### src/include/cmp_regs_consts.vh
// Offsets, field positions, reset values and codes of the comparator register bank
`ifndef CMP_REGS_CONSTS_VH
`define CMP_REGS_CONSTS_VH
`define OFS_CONFIGURATION    12'h00c
`define OFS_OUTPUT_CONTROL   12'h010
`define OFS_INPUT_SELECT     12'h014
`define OFS_STATUS           12'h018
`define CFG_BIAS_LSB         0
`define CFG_BIAS_MSB         2
`define CFG_HYSTERESIS_SELECT_LSB         8
`define CFG_HYSTERESIS_SELECT_MSB         11
`define CFG_RANGE_BIT        16
`define CFG_ACCURACY_BIT     17
`define CFG_BIAS_RESET       3'h4
`define CFG_HYSTERESIS_SELECT_RESET       4'h0
`define CTL_UNREADY_BIT      0
`define CTL_INVERT_BIT       1
`define INS_POS_LSB          0
`define INS_POS_MSB          7
`define INS_NEG_LSB          8
`define INS_NEG_MSB          15
`define INS_DIV_LSB          16
`define INS_DIV_MSB          21
`define INS_RES_LSB          28
`define INS_RES_MSB          30
`define DIV_FULL_SCALE       6'h3f
`define STS_OUT_BIT          0
`define STS_READY_BIT        2
`define STS_CONFLICT_BIT     3
`define SEL_GROUND           8'h00
`define SEL_REF_FIRST        8'h10
`define SEL_REF_LAST         8'h15
`define SEL_SENSE_FIRST      8'h20
`define SEL_SENSE_LAST       8'h23
`define SEL_TOUCH            8'h30
`define SEL_CONV_FIRST       8'h40
`define SEL_CONV_LAST        8'h41
`define SEL_EXT_FIRST        8'h50
`define SEL_EXT_LAST         8'h53
`define SEL_PIN_FIRST        8'h80
`define SEL_PIN_LAST         8'hbf
`define HYSTERESIS_SELECT_OFF             2'h0
`define HYSTERESIS_SELECT_SYM             2'h1
`define HYSTERESIS_SELECT_RISE            2'h2
`define HYSTERESIS_SELECT_FALL            2'h3
`endif

### src/verilog/comparator_config_regs.v
// Configuration, output control and input select registers of the analog comparator
// Summary of operation
// - Hysteresis code 0 off, 1-3 symmetric, 4-6 rising, 8-10 falling, 10/20/30 mV.
// - Hysteresis select sits in configuration bits 11:8, resets zero, read/write.
// - Bias in configuration bits 2:0 resets to 4, read/write, drives bias level.
// - Control bit 1 inverts the result toward the pin alternate function.
// - While comparator not ready, output takes control bit 0 value.
// - Input bits 30:28 hold legacy sense resistor choice 0 to 6.
// - Six-bit divide in bits 21:16 scales reference by value over 63.
// - Negative select decodes ground, references, sense, touch and converter outputs.
// - Codes 128 to 191 map to port A to D pins in blocks of sixteen.
// - Positive select swaps touch for external interface codes 80 to 83 for ports A-D.
// - Odd codes 17, 19, 21, 33, 35 choose the low-power variant.
// - Divide and both selects reset to zero, grounding both inputs.
// - An illegal positive and negative pair raises the input conflict status.
`timescale 1ns/10ps
module comparator_config_regs (
  input  wire        ref_clk,            // 40 MHz bus clock
  input  wire        reset,              // Synchronous reset, active high
  input  wire        clk_en,             // Freezes all state while low
  input  wire        hsel,               // AHB-Lite slave select
  input  wire [11:0] haddr,              // AHB-Lite byte address
  input  wire [1:0]  htrans,             // AHB-Lite transfer type
  input  wire        hwrite,             // AHB-Lite write
  input  wire [2:0]  hsize,              // AHB-Lite transfer size
  input  wire [31:0] hwdata,             // AHB-Lite write data
  input  wire        hready,             // AHB-Lite bus ready
  output reg  [31:0] hrdata,             // AHB-Lite read data
  output wire        hreadyout,          // AHB-Lite slave ready
  output wire        hresp,              // AHB-Lite response, always OKAY
  input  wire        core_result,        // Raw comparison from the analog core (async)
  input  wire        core_ready,         // Analog core ready after warmup (async)
  output reg  [2:0]  bias_level,         // Bias current level to the core
  output reg  [1:0]  hysteresis_select_mode,          // 0 off, 1 symmetric, 2 rising, 3 falling
  output reg  [1:0]  hysteresis_select_level,         // 1..3 for 10/20/30 mV, 0 when off
  output reg         input_range_low,    // Reduced input range setting
  output reg         accuracy_high,      // High accuracy setting
  output reg  [2:0]  legacy_sense_resistor,   // Legacy sense resistor choice
  output reg  [5:0]  reference_divide_factor, // Reference scale numerator over 63
  output reg  [7:0]  positive_input_select,   // Positive mux code
  output reg  [7:0]  negative_input_select,   // Negative mux code
  output reg  [2:0]  pos_kind,           // Decoded positive source class
  output reg  [5:0]  pos_index,          // Decoded positive source index
  output reg         pos_low_power,      // Positive source low-power variant
  output reg  [2:0]  neg_kind,           // Decoded negative source class
  output reg  [5:0]  neg_index,          // Decoded negative source index
  output reg         neg_low_power,      // Negative source low-power variant
  output reg         comparator_out,     // Conditioned comparator output
  output reg         pin_out,            // Output to the pin alternate function
  output reg         illegal_input_pair  // Input conflict status
);
`include "cmp_regs_consts.vh"
  localparam [1:0] HTRANS_NONSEQ = 2'h2;
  localparam [1:0] HTRANS_SEQ    = 2'h3;

  reg  [2:0]  bias_q;
  reg  [3:0]  hysteresis_select_q;
  reg         range_q;
  reg         accuracy_q;
  reg         invert_q;
  reg         unready_q;
  reg  [2:0]  resistor_q;
  reg  [5:0]  divide_q;
  reg  [7:0]  negative_input_select_q;
  reg  [7:0]  positive_input_select_q;
  reg  [1:0]  result_sync_q;
  reg  [1:0]  ready_sync_q;
  reg         wr_pend_q;
  reg  [11:0] wr_addr_q;
  wire        result_s = result_sync_q[1];
  wire        ready_s  = ready_sync_q[1];
  wire        valid_xfer;
  wire [2:0]  pk;
  wire [5:0]  pi;
  wire        pl;
  wire [2:0]  nk;
  wire [5:0]  ni;
  wire        nl;

  assign hreadyout  = 1'b1;
  assign hresp      = 1'b0;
  assign valid_xfer = hsel && hready && (htrans == HTRANS_NONSEQ || htrans == HTRANS_SEQ);

  // Hysteresis code to mode and level; unlisted codes fall back to off
  function [3:0] hysteresis_select_decode;
    input [3:0] code;
    begin
      if (code >= 4'h1 && code <= 4'h3)
        hysteresis_select_decode = {`HYSTERESIS_SELECT_SYM, code[1:0]};
      else if (code >= 4'h4 && code <= 4'h6)
        hysteresis_select_decode = {`HYSTERESIS_SELECT_RISE, code[1:0] + 2'h1};
      else if (code >= 4'h8 && code <= 4'ha)
        hysteresis_select_decode = {`HYSTERESIS_SELECT_FALL, code[1:0] + 2'h1};
      else
        hysteresis_select_decode = {`HYSTERESIS_SELECT_OFF, 2'h0};
    end
  endfunction

  // Read data mux, unused bits read zero
  function [31:0] read_word;
    input [11:0] a;
    begin
      read_word = 32'h0000_0000;
      if (a == `OFS_CONFIGURATION) begin
        read_word[`CFG_BIAS_MSB:`CFG_BIAS_LSB] = bias_q;
        read_word[`CFG_HYSTERESIS_SELECT_MSB:`CFG_HYSTERESIS_SELECT_LSB] = hysteresis_select_q;
        read_word[`CFG_RANGE_BIT]              = range_q;
        read_word[`CFG_ACCURACY_BIT]           = accuracy_q;
      end else if (a == `OFS_OUTPUT_CONTROL) begin
        read_word[`CTL_UNREADY_BIT] = unready_q;
        read_word[`CTL_INVERT_BIT]  = invert_q;
      end else if (a == `OFS_INPUT_SELECT) begin
        read_word[`INS_POS_MSB:`INS_POS_LSB] = positive_input_select_q;
        read_word[`INS_NEG_MSB:`INS_NEG_LSB] = negative_input_select_q;
        read_word[`INS_DIV_MSB:`INS_DIV_LSB] = divide_q;
        read_word[`INS_RES_MSB:`INS_RES_LSB] = resistor_q;
      end else if (a == `OFS_STATUS) begin
        read_word[`STS_OUT_BIT]      = comparator_out;
        read_word[`STS_READY_BIT]    = ready_s;
        read_word[`STS_CONFLICT_BIT] = illegal_input_pair;
      end
    end
  endfunction

  input_code_decode u_pos_decode (
    .code         (positive_input_select_q),
    .positive     (1'b1),
    .source_kind  (pk),
    .source_index (pi),
    .low_power    (pl)
  );

  input_code_decode u_neg_decode (
    .code         (negative_input_select_q),
    .positive     (1'b0),
    .source_kind  (nk),
    .source_index (ni),
    .low_power    (nl)
  );

  // Address phase captured; write data lands in the following cycle
  always @(posedge ref_clk) begin
    if (reset) begin
      wr_pend_q <= 1'b0;
      wr_addr_q <= 12'h000;
      hrdata    <= 32'h0000_0000;
    end else if (clk_en) begin
      wr_pend_q <= valid_xfer && hwrite;
      if (valid_xfer) begin
        wr_addr_q <= haddr;
      end
      if (valid_xfer && !hwrite) begin
        hrdata <= read_word({haddr[11:2], 2'b00});
      end
    end
  end

  // Register writes; bits 7:3 of configuration are not stored, software keeps them zero
  always @(posedge ref_clk) begin
    if (reset) begin
      bias_q     <= `CFG_BIAS_RESET;
      hysteresis_select_q     <= `CFG_HYSTERESIS_SELECT_RESET;
      range_q    <= 1'b0;
      accuracy_q <= 1'b0;
      invert_q   <= 1'b0;
      unready_q  <= 1'b0;
      resistor_q <= 3'h0;
      divide_q   <= 6'h00;
      negative_input_select_q   <= 8'h00;
      positive_input_select_q   <= 8'h00;
    end else if (clk_en && wr_pend_q) begin
      if (wr_addr_q[11:2] == `OFS_CONFIGURATION >> 2) begin
        bias_q     <= hwdata[`CFG_BIAS_MSB:`CFG_BIAS_LSB];
        hysteresis_select_q     <= hwdata[`CFG_HYSTERESIS_SELECT_MSB:`CFG_HYSTERESIS_SELECT_LSB];
        range_q    <= hwdata[`CFG_RANGE_BIT];
        accuracy_q <= hwdata[`CFG_ACCURACY_BIT];
      end else if (wr_addr_q[11:2] == `OFS_OUTPUT_CONTROL >> 2) begin
        invert_q  <= hwdata[`CTL_INVERT_BIT];
        unready_q <= hwdata[`CTL_UNREADY_BIT];
      end else if (wr_addr_q[11:2] == `OFS_INPUT_SELECT >> 2) begin
        // Ordering against the module enable is up to software
        resistor_q <= hwdata[`INS_RES_MSB:`INS_RES_LSB];
        divide_q   <= hwdata[`INS_DIV_MSB:`INS_DIV_LSB];
        negative_input_select_q   <= hwdata[`INS_NEG_MSB:`INS_NEG_LSB];
        positive_input_select_q   <= hwdata[`INS_POS_MSB:`INS_POS_LSB];
      end
    end
  end

  // Core signals are asynchronous to the bus clock
  always @(posedge ref_clk) begin
    if (reset) begin
      result_sync_q <= 2'b00;
      ready_sync_q  <= 2'b00;
    end else if (clk_en) begin
      result_sync_q <= {result_sync_q[0], core_result};
      ready_sync_q  <= {ready_sync_q[0], core_ready};
    end
  end

  // Registered outputs toward the analog core and the pin
  always @(posedge ref_clk) begin
    if (reset) begin
      bias_level              <= `CFG_BIAS_RESET;
      hysteresis_select_mode               <= `HYSTERESIS_SELECT_OFF;
      hysteresis_select_level              <= 2'h0;
      input_range_low         <= 1'b0;
      accuracy_high           <= 1'b0;
      legacy_sense_resistor   <= 3'h0;
      reference_divide_factor <= 6'h00;
      positive_input_select   <= 8'h00;
      negative_input_select   <= 8'h00;
      pos_kind                <= 3'h0;
      pos_index               <= 6'h00;
      pos_low_power           <= 1'b0;
      neg_kind                <= 3'h0;
      neg_index               <= 6'h00;
      neg_low_power           <= 1'b0;
      comparator_out          <= 1'b0;
      pin_out                 <= 1'b0;
      illegal_input_pair      <= 1'b0;
    end else if (clk_en) begin
      bias_level              <= bias_q;
      {hysteresis_select_mode, hysteresis_select_level} <= hysteresis_select_decode(hysteresis_select_q);
      input_range_low         <= range_q;
      accuracy_high           <= accuracy_q;
      legacy_sense_resistor   <= resistor_q;
      reference_divide_factor <= divide_q;
      positive_input_select   <= positive_input_select_q;
      negative_input_select   <= negative_input_select_q;
      pos_kind                <= pk;
      pos_index               <= pi;
      pos_low_power           <= pl;
      neg_kind                <= nk;
      neg_index               <= ni;
      neg_low_power           <= nl;
      comparator_out          <= ready_s ? result_s : unready_q;
      pin_out                 <= (ready_s ? result_s : unready_q) ^ invert_q;
      // Same pin on both sides, or any unlisted code, is illegal
      illegal_input_pair      <= (pk == 3'h7) || (nk == 3'h7) ||
                                 (pk == 3'h6 && nk == 3'h6 && pi == ni);
    end
  end
endmodule // comparator_config_regs

### src/verilog/input_code_decode.v
// Decoder of one comparator input select code into source class, index and power mode
`timescale 1ns/10ps
module input_code_decode (
  input  wire [7:0] code,        // Input select code
  input  wire       positive,    // High when decoding the positive select
  output reg  [2:0] source_kind, // 0 ground,1 ref,2 sense,3 touch,4 conv,5 ext,6 pin,7 illegal
  output reg  [5:0] source_index,// Port*16+pin, reference, sense, converter or port index
  output reg        low_power    // Low-power variant chosen
);
`include "cmp_regs_consts.vh"
  always @* begin
    source_kind  = 3'h7;
    source_index = 6'h00;
    low_power    = 1'b0;
    if (code == `SEL_GROUND) begin
      source_kind = 3'h0;
    end else if (code >= `SEL_REF_FIRST && code <= `SEL_REF_LAST) begin
      source_kind  = 3'h1;
      source_index = {4'h0, code[2:1]};
      low_power    = code[0];
    end else if (code >= `SEL_SENSE_FIRST && code <= `SEL_SENSE_LAST) begin
      source_kind  = 3'h2;
      source_index = {5'h00, code[1]};
      low_power    = code[0];
    end else if (code == `SEL_TOUCH && !positive) begin
      source_kind = 3'h3;
    end else if (code >= `SEL_CONV_FIRST && code <= `SEL_CONV_LAST) begin
      source_kind  = 3'h4;
      source_index = {5'h00, code[0]};
    end else if (code >= `SEL_EXT_FIRST && code <= `SEL_EXT_LAST && positive) begin
      source_kind  = 3'h5;
      source_index = {4'h0, code[1:0]};
    end else if (code >= `SEL_PIN_FIRST && code <= `SEL_PIN_LAST) begin
      source_kind  = 3'h6;
      source_index = code[5:0];
    end
  end
endmodule // input_code_decode
### config.mk
export PLATFORM = sky130hd
export DESIGN_NAME = comparator_config_regs
export DESIGN_NICKNAME = d
export VERILOG_FILES = /design/src/verilog/comparator_config_regs.v /design/src/verilog/input_code_decode.v
export VERILOG_INCLUDE_DIRS = /design/src /design/src/include
export SDC_FILE = /design/constraint.sdc
export NUM_CORES = 1
export LEC_CHECK = 0
export BUFFER_PORTS_ARGS = -buffer_cell sky130_fd_sc_hd__buf_2
export CORE_MARGIN = 3
export CORE_UTILIZATION = 57
export DETAILED_ROUTE_END_ITERATION = 10
export PLACE_DENSITY = 0.93
export SLEW_MARGIN = 20
export SYNTH_ARGS = -nofsm -noshare
export SYNTH_HDL_FRONTEND = slang
export SYNTH_HIERARCHICAL = 1
export SYNTH_SLANG_ARGS = --single-unit
### constraint.sdc
create_clock -name ref_clk -period 3.2 [get_ports ref_clk]
set_input_delay 0.64 -clock ref_clk [delete_from_list [all_inputs] [get_ports ref_clk]]
set_output_delay 0.64 -clock ref_clk [all_outputs]
set_load 0.1 [all_outputs]
# Word-level counts from Yosys, hierarchy flattened
# Cells that the tools add are included.
# Widths: inputs -> output; s select.
totals:
  output_inout_bits: 91
  elab_cells: 157
  reg_bits: 135
op_classes:
  add_sub_neg: 1
  muxes: 51
  eq_ne: 15
  n_reduce_logical: 30
  order_cmp: 24
  n_bitwise: 3
ops:
  columns: ["operator", "n"]
  rows:
  - ["$mux 6", 12]
  - ["$eq 10x3->1 const B", 5]
  - ["$mux 3", 14]
  - ["$ge 8x7->1 const B", 3]
  - ["$le 8x7->1 const B", 3]
  - ["$mux 4", 6]
  - ["$eq 10x2->1 const B", 2]
  - ["$mux 20", 1]
  - ["$logic_and 1x1->1", 19]
  - ["$mux 18", 1]
  - ["$ge 8x5->1 const B", 2]
  - ["$ge 8x6->1 const B", 2]
  - ["$ge 8x8->1 const B", 2]
  - ["$le 8x5->1 const B", 2]
  - ["$le 8x6->1 const B", 2]
  - ["$le 8x8->1 const B", 2]
  - ["$logic_not 8->1", 2]
  - ["$eq 3x3->1 const B", 4]
  - ["$mux 1", 12]
  - ["$eq 8x6->1 const B", 1]
  - ["$mux 2", 4]
  - ["$eq 6x6->1", 1]
  - ["$reduce_and 2->1", 3]
  - ["$mux 5", 1]
  - ["14 further kinds", 18]

# Longest topological paths before layout
depth:
  ltp_word: 12
  mapped_depth: 9

# Modules after synthesis
# Netlist, hierarchy kept.
by_module_without_submodules:
  columns: ["mod", "area_each_um2", "cells_each", "seq_area_each_um2", "instances"]
  rows:
  - ["comparator_config_regs", 5170.0, 560, 2662.6, 1]
  - ["input_code_decode", 250.2, 37, 0.0, 2]

# Worst setup path before layout
# Ideal clock, no wire load.
synth_path:
  path_kind: "in2reg"
  from: "input haddr[11]"
  to: "register hrdata[13]"
  required_time_ns: 3.139
  setup_time_ns: 0.061
  path_slack_ns: 1.082
  arrival_time_ns: 2.057
  path_stages: 6
  n_path_buf: 2
  path_cell_list: "or4_4 -> nor4_4 -> and2_1 -> buf_6 -> buf_12 -> a22o_2"
synth_between:
  elab_chain_len: 4
synth_lines:
  columns: ["element", "line", "source"]
  rows:
  - ["start: declaration", "comparator_config_regs.v:22", "input wire [11:0] haddr,"]
  - ["$eq 10x3->1 (no line)", null, null]
  - ["$mux 18", "comparator_config_regs.v:112", "end else if (a == `OFS_INPUT_SELECT) begin"]
  - ["$mux 20", "comparator_config_regs.v:109", "end else if (a == `OFS_OUTPUT_CONTROL) begin"]
  - ["$mux 4 *", "comparator_config_regs.v:104", "if (a == `OFS_CONFIGURATION) begin"]
  - ["end signal: assignment", "comparator_config_regs.v:153", "hrdata <= read_word({haddr[11:2], 2'b00});"]
  - ["end: declaration", "comparator_config_regs.v:28", "output reg [31:0] hrdata,"]
# Every way passes the cells marked *; elsewhere a longest branch is shown, timed or not.
# A chain may end at the register's enable or synchronous reset.

# Worst setup path after layout
layout_path:
  from: "register wr_addr_q[6]"
  to: "register positive_input_select_q[5]"
layout_between:
  elab_chain_len: 3
layout_lines:
  columns: ["element", "line", "source"]
  rows:
  - ["start: declaration", "comparator_config_regs.v:69", "reg [11:0] wr_addr_q;"]
  - ["start signal: assignment", "comparator_config_regs.v:150", "wr_addr_q <= haddr;"]
  - ["$eq 10x3->1 or $eq 10x2->1 (tied branches)", "comparator_config_regs.v:177, comparator_config_regs.v:172", null]
  - ["$not 1->1 (no line)", null, null]
  - ["$reduce_and 4->1 (no line) *", null, null]
  - ["end signal: assignment", "comparator_config_regs.v:185", "positive_input_select_q <= hwdata[`INS_POS_MSB:`INS_POS_LSB];"]
  - ["end: declaration", "comparator_config_regs.v:65", "reg [7:0] positive_input_select_q;"]
# Marked as above.

==> flow_metrics.py <==
metrics = {
    "status": {
        "status": "complete, no violations",
    },
    "sta": {
        "worstMarginPinSlew_ns": 0.785,
        "setup_violations": 0,
        "fmax_mhz": 425,
        "fin_crit_sh_pct": 73.6,
        "rsz0062_at_grt": "false",
        "holdWs_ns": 0.366,
        "relSlewSlack_pct": 47.2,
        "fin_skew_ns": 0.00718,
        "maxSlewViolCount": 0,
        "finalHoldViolCount": 0,
        "fin_setup_tns_ns": 0,
        "fin_crit_ns": 2.36,
    },
    "synth": {
        "synth-seq-area-share_pct": 47.0,
        "synth-edff-count": 0,
        "ys_types": 64,
        "async_flop_share_pct": 0,
        "netlist_area_mm2": 0.00567,
        "ys.flop_type": "dfxtp_1",
        "netlist_instances": 634,
        "synth_seq_cells": 133,
        "syn_area_per_cell_um2": 8.94,
        "yosys_warnings": 6,
    },
    "floorplanning": {
        "rows": 35,
        "dieHeight_um": 106,
        "die_area_mm2": 0.0112,
        "die_x_um": 106,
        "core_area_mm2": 0.00946,
        "io_pins": 148,
        "start_util_pct": 59.9,
    },
    "critical_path": {
        "r2r-start": "wr_addr_q[6]",
        "cp_data_arrival_time_ns": 2.73,
        "crit_start": "wr_addr_q[6]",
        "endpoint": "positive_input_select_q[5]",
        "startpoint_type": "flip-flop",
        "cp.required_ns": 3.58,
        "r2r-end": "positive_input_select_q[5]",
        "cp_max_fo": 16,
        "worstSetupPathType": "flip-flop to flip-flop",
        "end_kind": "flip-flop",
        "rrSetupSlack_ns": 0.84,
        "r2r_cells": 5,
    },
    "global_route": {
        "grt-ovfl-total": 0,
        "grt_first_pass_wirelength_mm": 25.1,
        "grt_use_total_pct": 28.0,
        "grt_antenna_before_repair": 0,
        "grt_max_degree": 68,
        "grt_pass1_vias": 5167,
    },
    "run": {
        "maxCapViolCount": 0,
    },
    "route": {
        "drtIter0Drc": 372,
        "drc": 0,
        "firstDrtPassIters": 5,
        "routed_via_density": 5.85,
        "ant_nets": 0,
        "wire_per_inst_um": 17.5,
        "via_count": 5216,
        "drt_wl_total_mm": 15.6,
    },
    "clocking": {
        "cts_tree": "yes",
        "htreeDepth": 4,
        "cts_setup_buffers": 0,
        "ctsResizeCount": 0,
        "root_buffer": "clkbuf_8",
        "cts_sinks": 133,
        "path_clk_slew_ns": 0.06,
        "clockBufferDepth": 2,
        "ctsHoldBuffers": 0,
        "clk_latency_ns": 0.51,
        "numCtsBuffers": 17,
    },
    "power_and_ir_drop": {
        "ir_drop_uv": 529,
        "powerDensity_mw_per_mm2": 565,
        "p_leak_nw": 3.07,
    },
    "worst_hold_path": {
        "min_from": "core_ready",
        "hp-class": "input port to flip-flop",
    },
    "layout": {
        "nNetsFinal": 809,
        "layout-drive-gt1-share_pct": 24.3,
        "synthToLayoutAreaGrowth_pct": 21.8,
        "antenna_cells": 0,
        "mostFrequentLayoutCell": "dfxtp_1",
        "final_cell_mix": "133 x dfxtp_1, 123 x buf_2, 88 x nand2_1, 79 x nor2_1",
    },
    "placement": {
        "port_buffers": 125,
        "place_hpwl_mm": 10.8,
        "gp_congestion": 0.912,
    },
}
-- routing by layer --
metal | vias to the layer above | track usage, % | wire, um | share of wire (%)
li1 | 2411 | - | - | -
met1 | 2465 | 32.9 | 6160 | 39
met2 | 288 | 47.2 | 7760 | 50
met3 | 52 | 6.92 | 1180 | 7.5
met4 | 0 | 14.4 | 499 | 3.2
met5 | - | 0 | 0 | 0
-- per-stage QoR --
step                worst slack, ns  utilization, %  cell area, um2  std cells  power, mW
detailed placement            0.450            66.5            6290        859       1.94
global placement              0.548            66.5            6290        859       1.93
CTS                           0.912            73.0            6900        891       3.91
floorplan                      1.08               -            5720        647       1.89
global route                  0.605            73.0            6900        891       4.00
finish                        0.845            73.0            6900        891       3.90
-- worst min-delay path by stage --
stage / endpoint / slack [ns] / cells past startpoint
after floorplan: wr_addr_q[11] / 0.43 / 2
after global placement: hrdata[3] / 0.44 / 2
after detailed placement: wr_addr_q[5] / 0.46 / 2
after CTS: negative_input_select_q[4] / 0.34 / 3
after global routing: negative_input_select_q[4] / 0.36 / 3
final: ready_sync_q[0] / 0.37 / 3
-- synth_stat cells (all sizes together), types with 2 or more instances --
library cell / count / area [um2]
a211oi: 13 / 97.6
a21o: 2 / 16.3
a21oi: 59 / 295
a22o: 18 / 169
a22oi: 2 / 15.0
a31oi: 6 / 37.5
a32o: 2 / 21.3
and2: 13 / 83.8
and3: 3 / 20.0
and3b: 2 / 17.5
and4: 2 / 17.5
buf: 26 / 175
clkbuf: 22 / 92.6
conb: 2 / 7.51
dfxtp: 133 / 2660
ha: 3 / 37.5
inv: 9 / 33.8
mux2i: 59 / 591
nand2: 88 / 330
nand2b: 2 / 12.5
nand3: 12 / 60.1
nand3b: 2 / 15.0
nand4: 7 / 43.8
nor2: 79 / 297
nor2b: 9 / 58.8
nor3: 5 / 25.0
nor3b: 2 / 15.0
nor4: 7 / 80.1
o211ai: 2 / 15.0
o21ai: 11 / 55.1
o21bai: 2 / 15.0
o31ai: 3 / 22.5
or2: 2 / 12.5
or2b: 2 / 16.3
or4: 2 / 22.5
xnor2: 5 / 43.8
xor2: 4 / 35.0
-- report_power, final --
group          internal [mW]  total [mW]  switching [mW]
registers               1.67        1.68         0.00797
logic                 0.0545       0.232           0.178
clock network           1.27        2.00           0.723
total                   2.99        3.90           0.909
-- registers in the layout, indices dropped and copies added, names as in the netlist, 4 cells and up --
| signal | count |
|---|---|
| neg_index | 6 |
| negative_input_select_q | 8 |
| divide_q | 6 |
| positive_input_select | 8 |
| hysteresis_select_q | 4 |
| negative_input_select | 8 |
| wr_addr_q | 10 |
| hrdata | 25 |
| reference_divide_factor | 6 |
| pos_index | 6 |
| positive_input_select_q | 8 |
-- worst max-delay path, stage by stage (launching register included) --
cell     delay [ns]
dfxtp_1        0.32
nor4_1         0.70
nand4_1        0.63
buf_4          0.41
nand2_1        0.10
a21oi_1        0.07
-- layout make-up --
class,instances,area (um2)
well taps,129,161
fillers,697,2550
repair buffers,131,676
clock buffers,21,469
clock inverters,11,146
multi-input cells,457,2760
flip-flops and latches,133,2660
inverters,9,33.8
-- cell families (layout without fill, tap and decap cells) --
group,after synthesis,count (layout),synth area share (%)
buffers and inverters,57,172,5.32
adders and majority gates,3,3,0.662
DFF,133,133,47.0
xor gates and xnor gates,9,9,1.39
other,2,15,0.132
muxes,59,59,10.4
AOI/OAI and AO/OA,129,129,14.8
and+or+nand+nor,242,242,20.3
No activity file was read; power rests on OpenSTA's default activity.
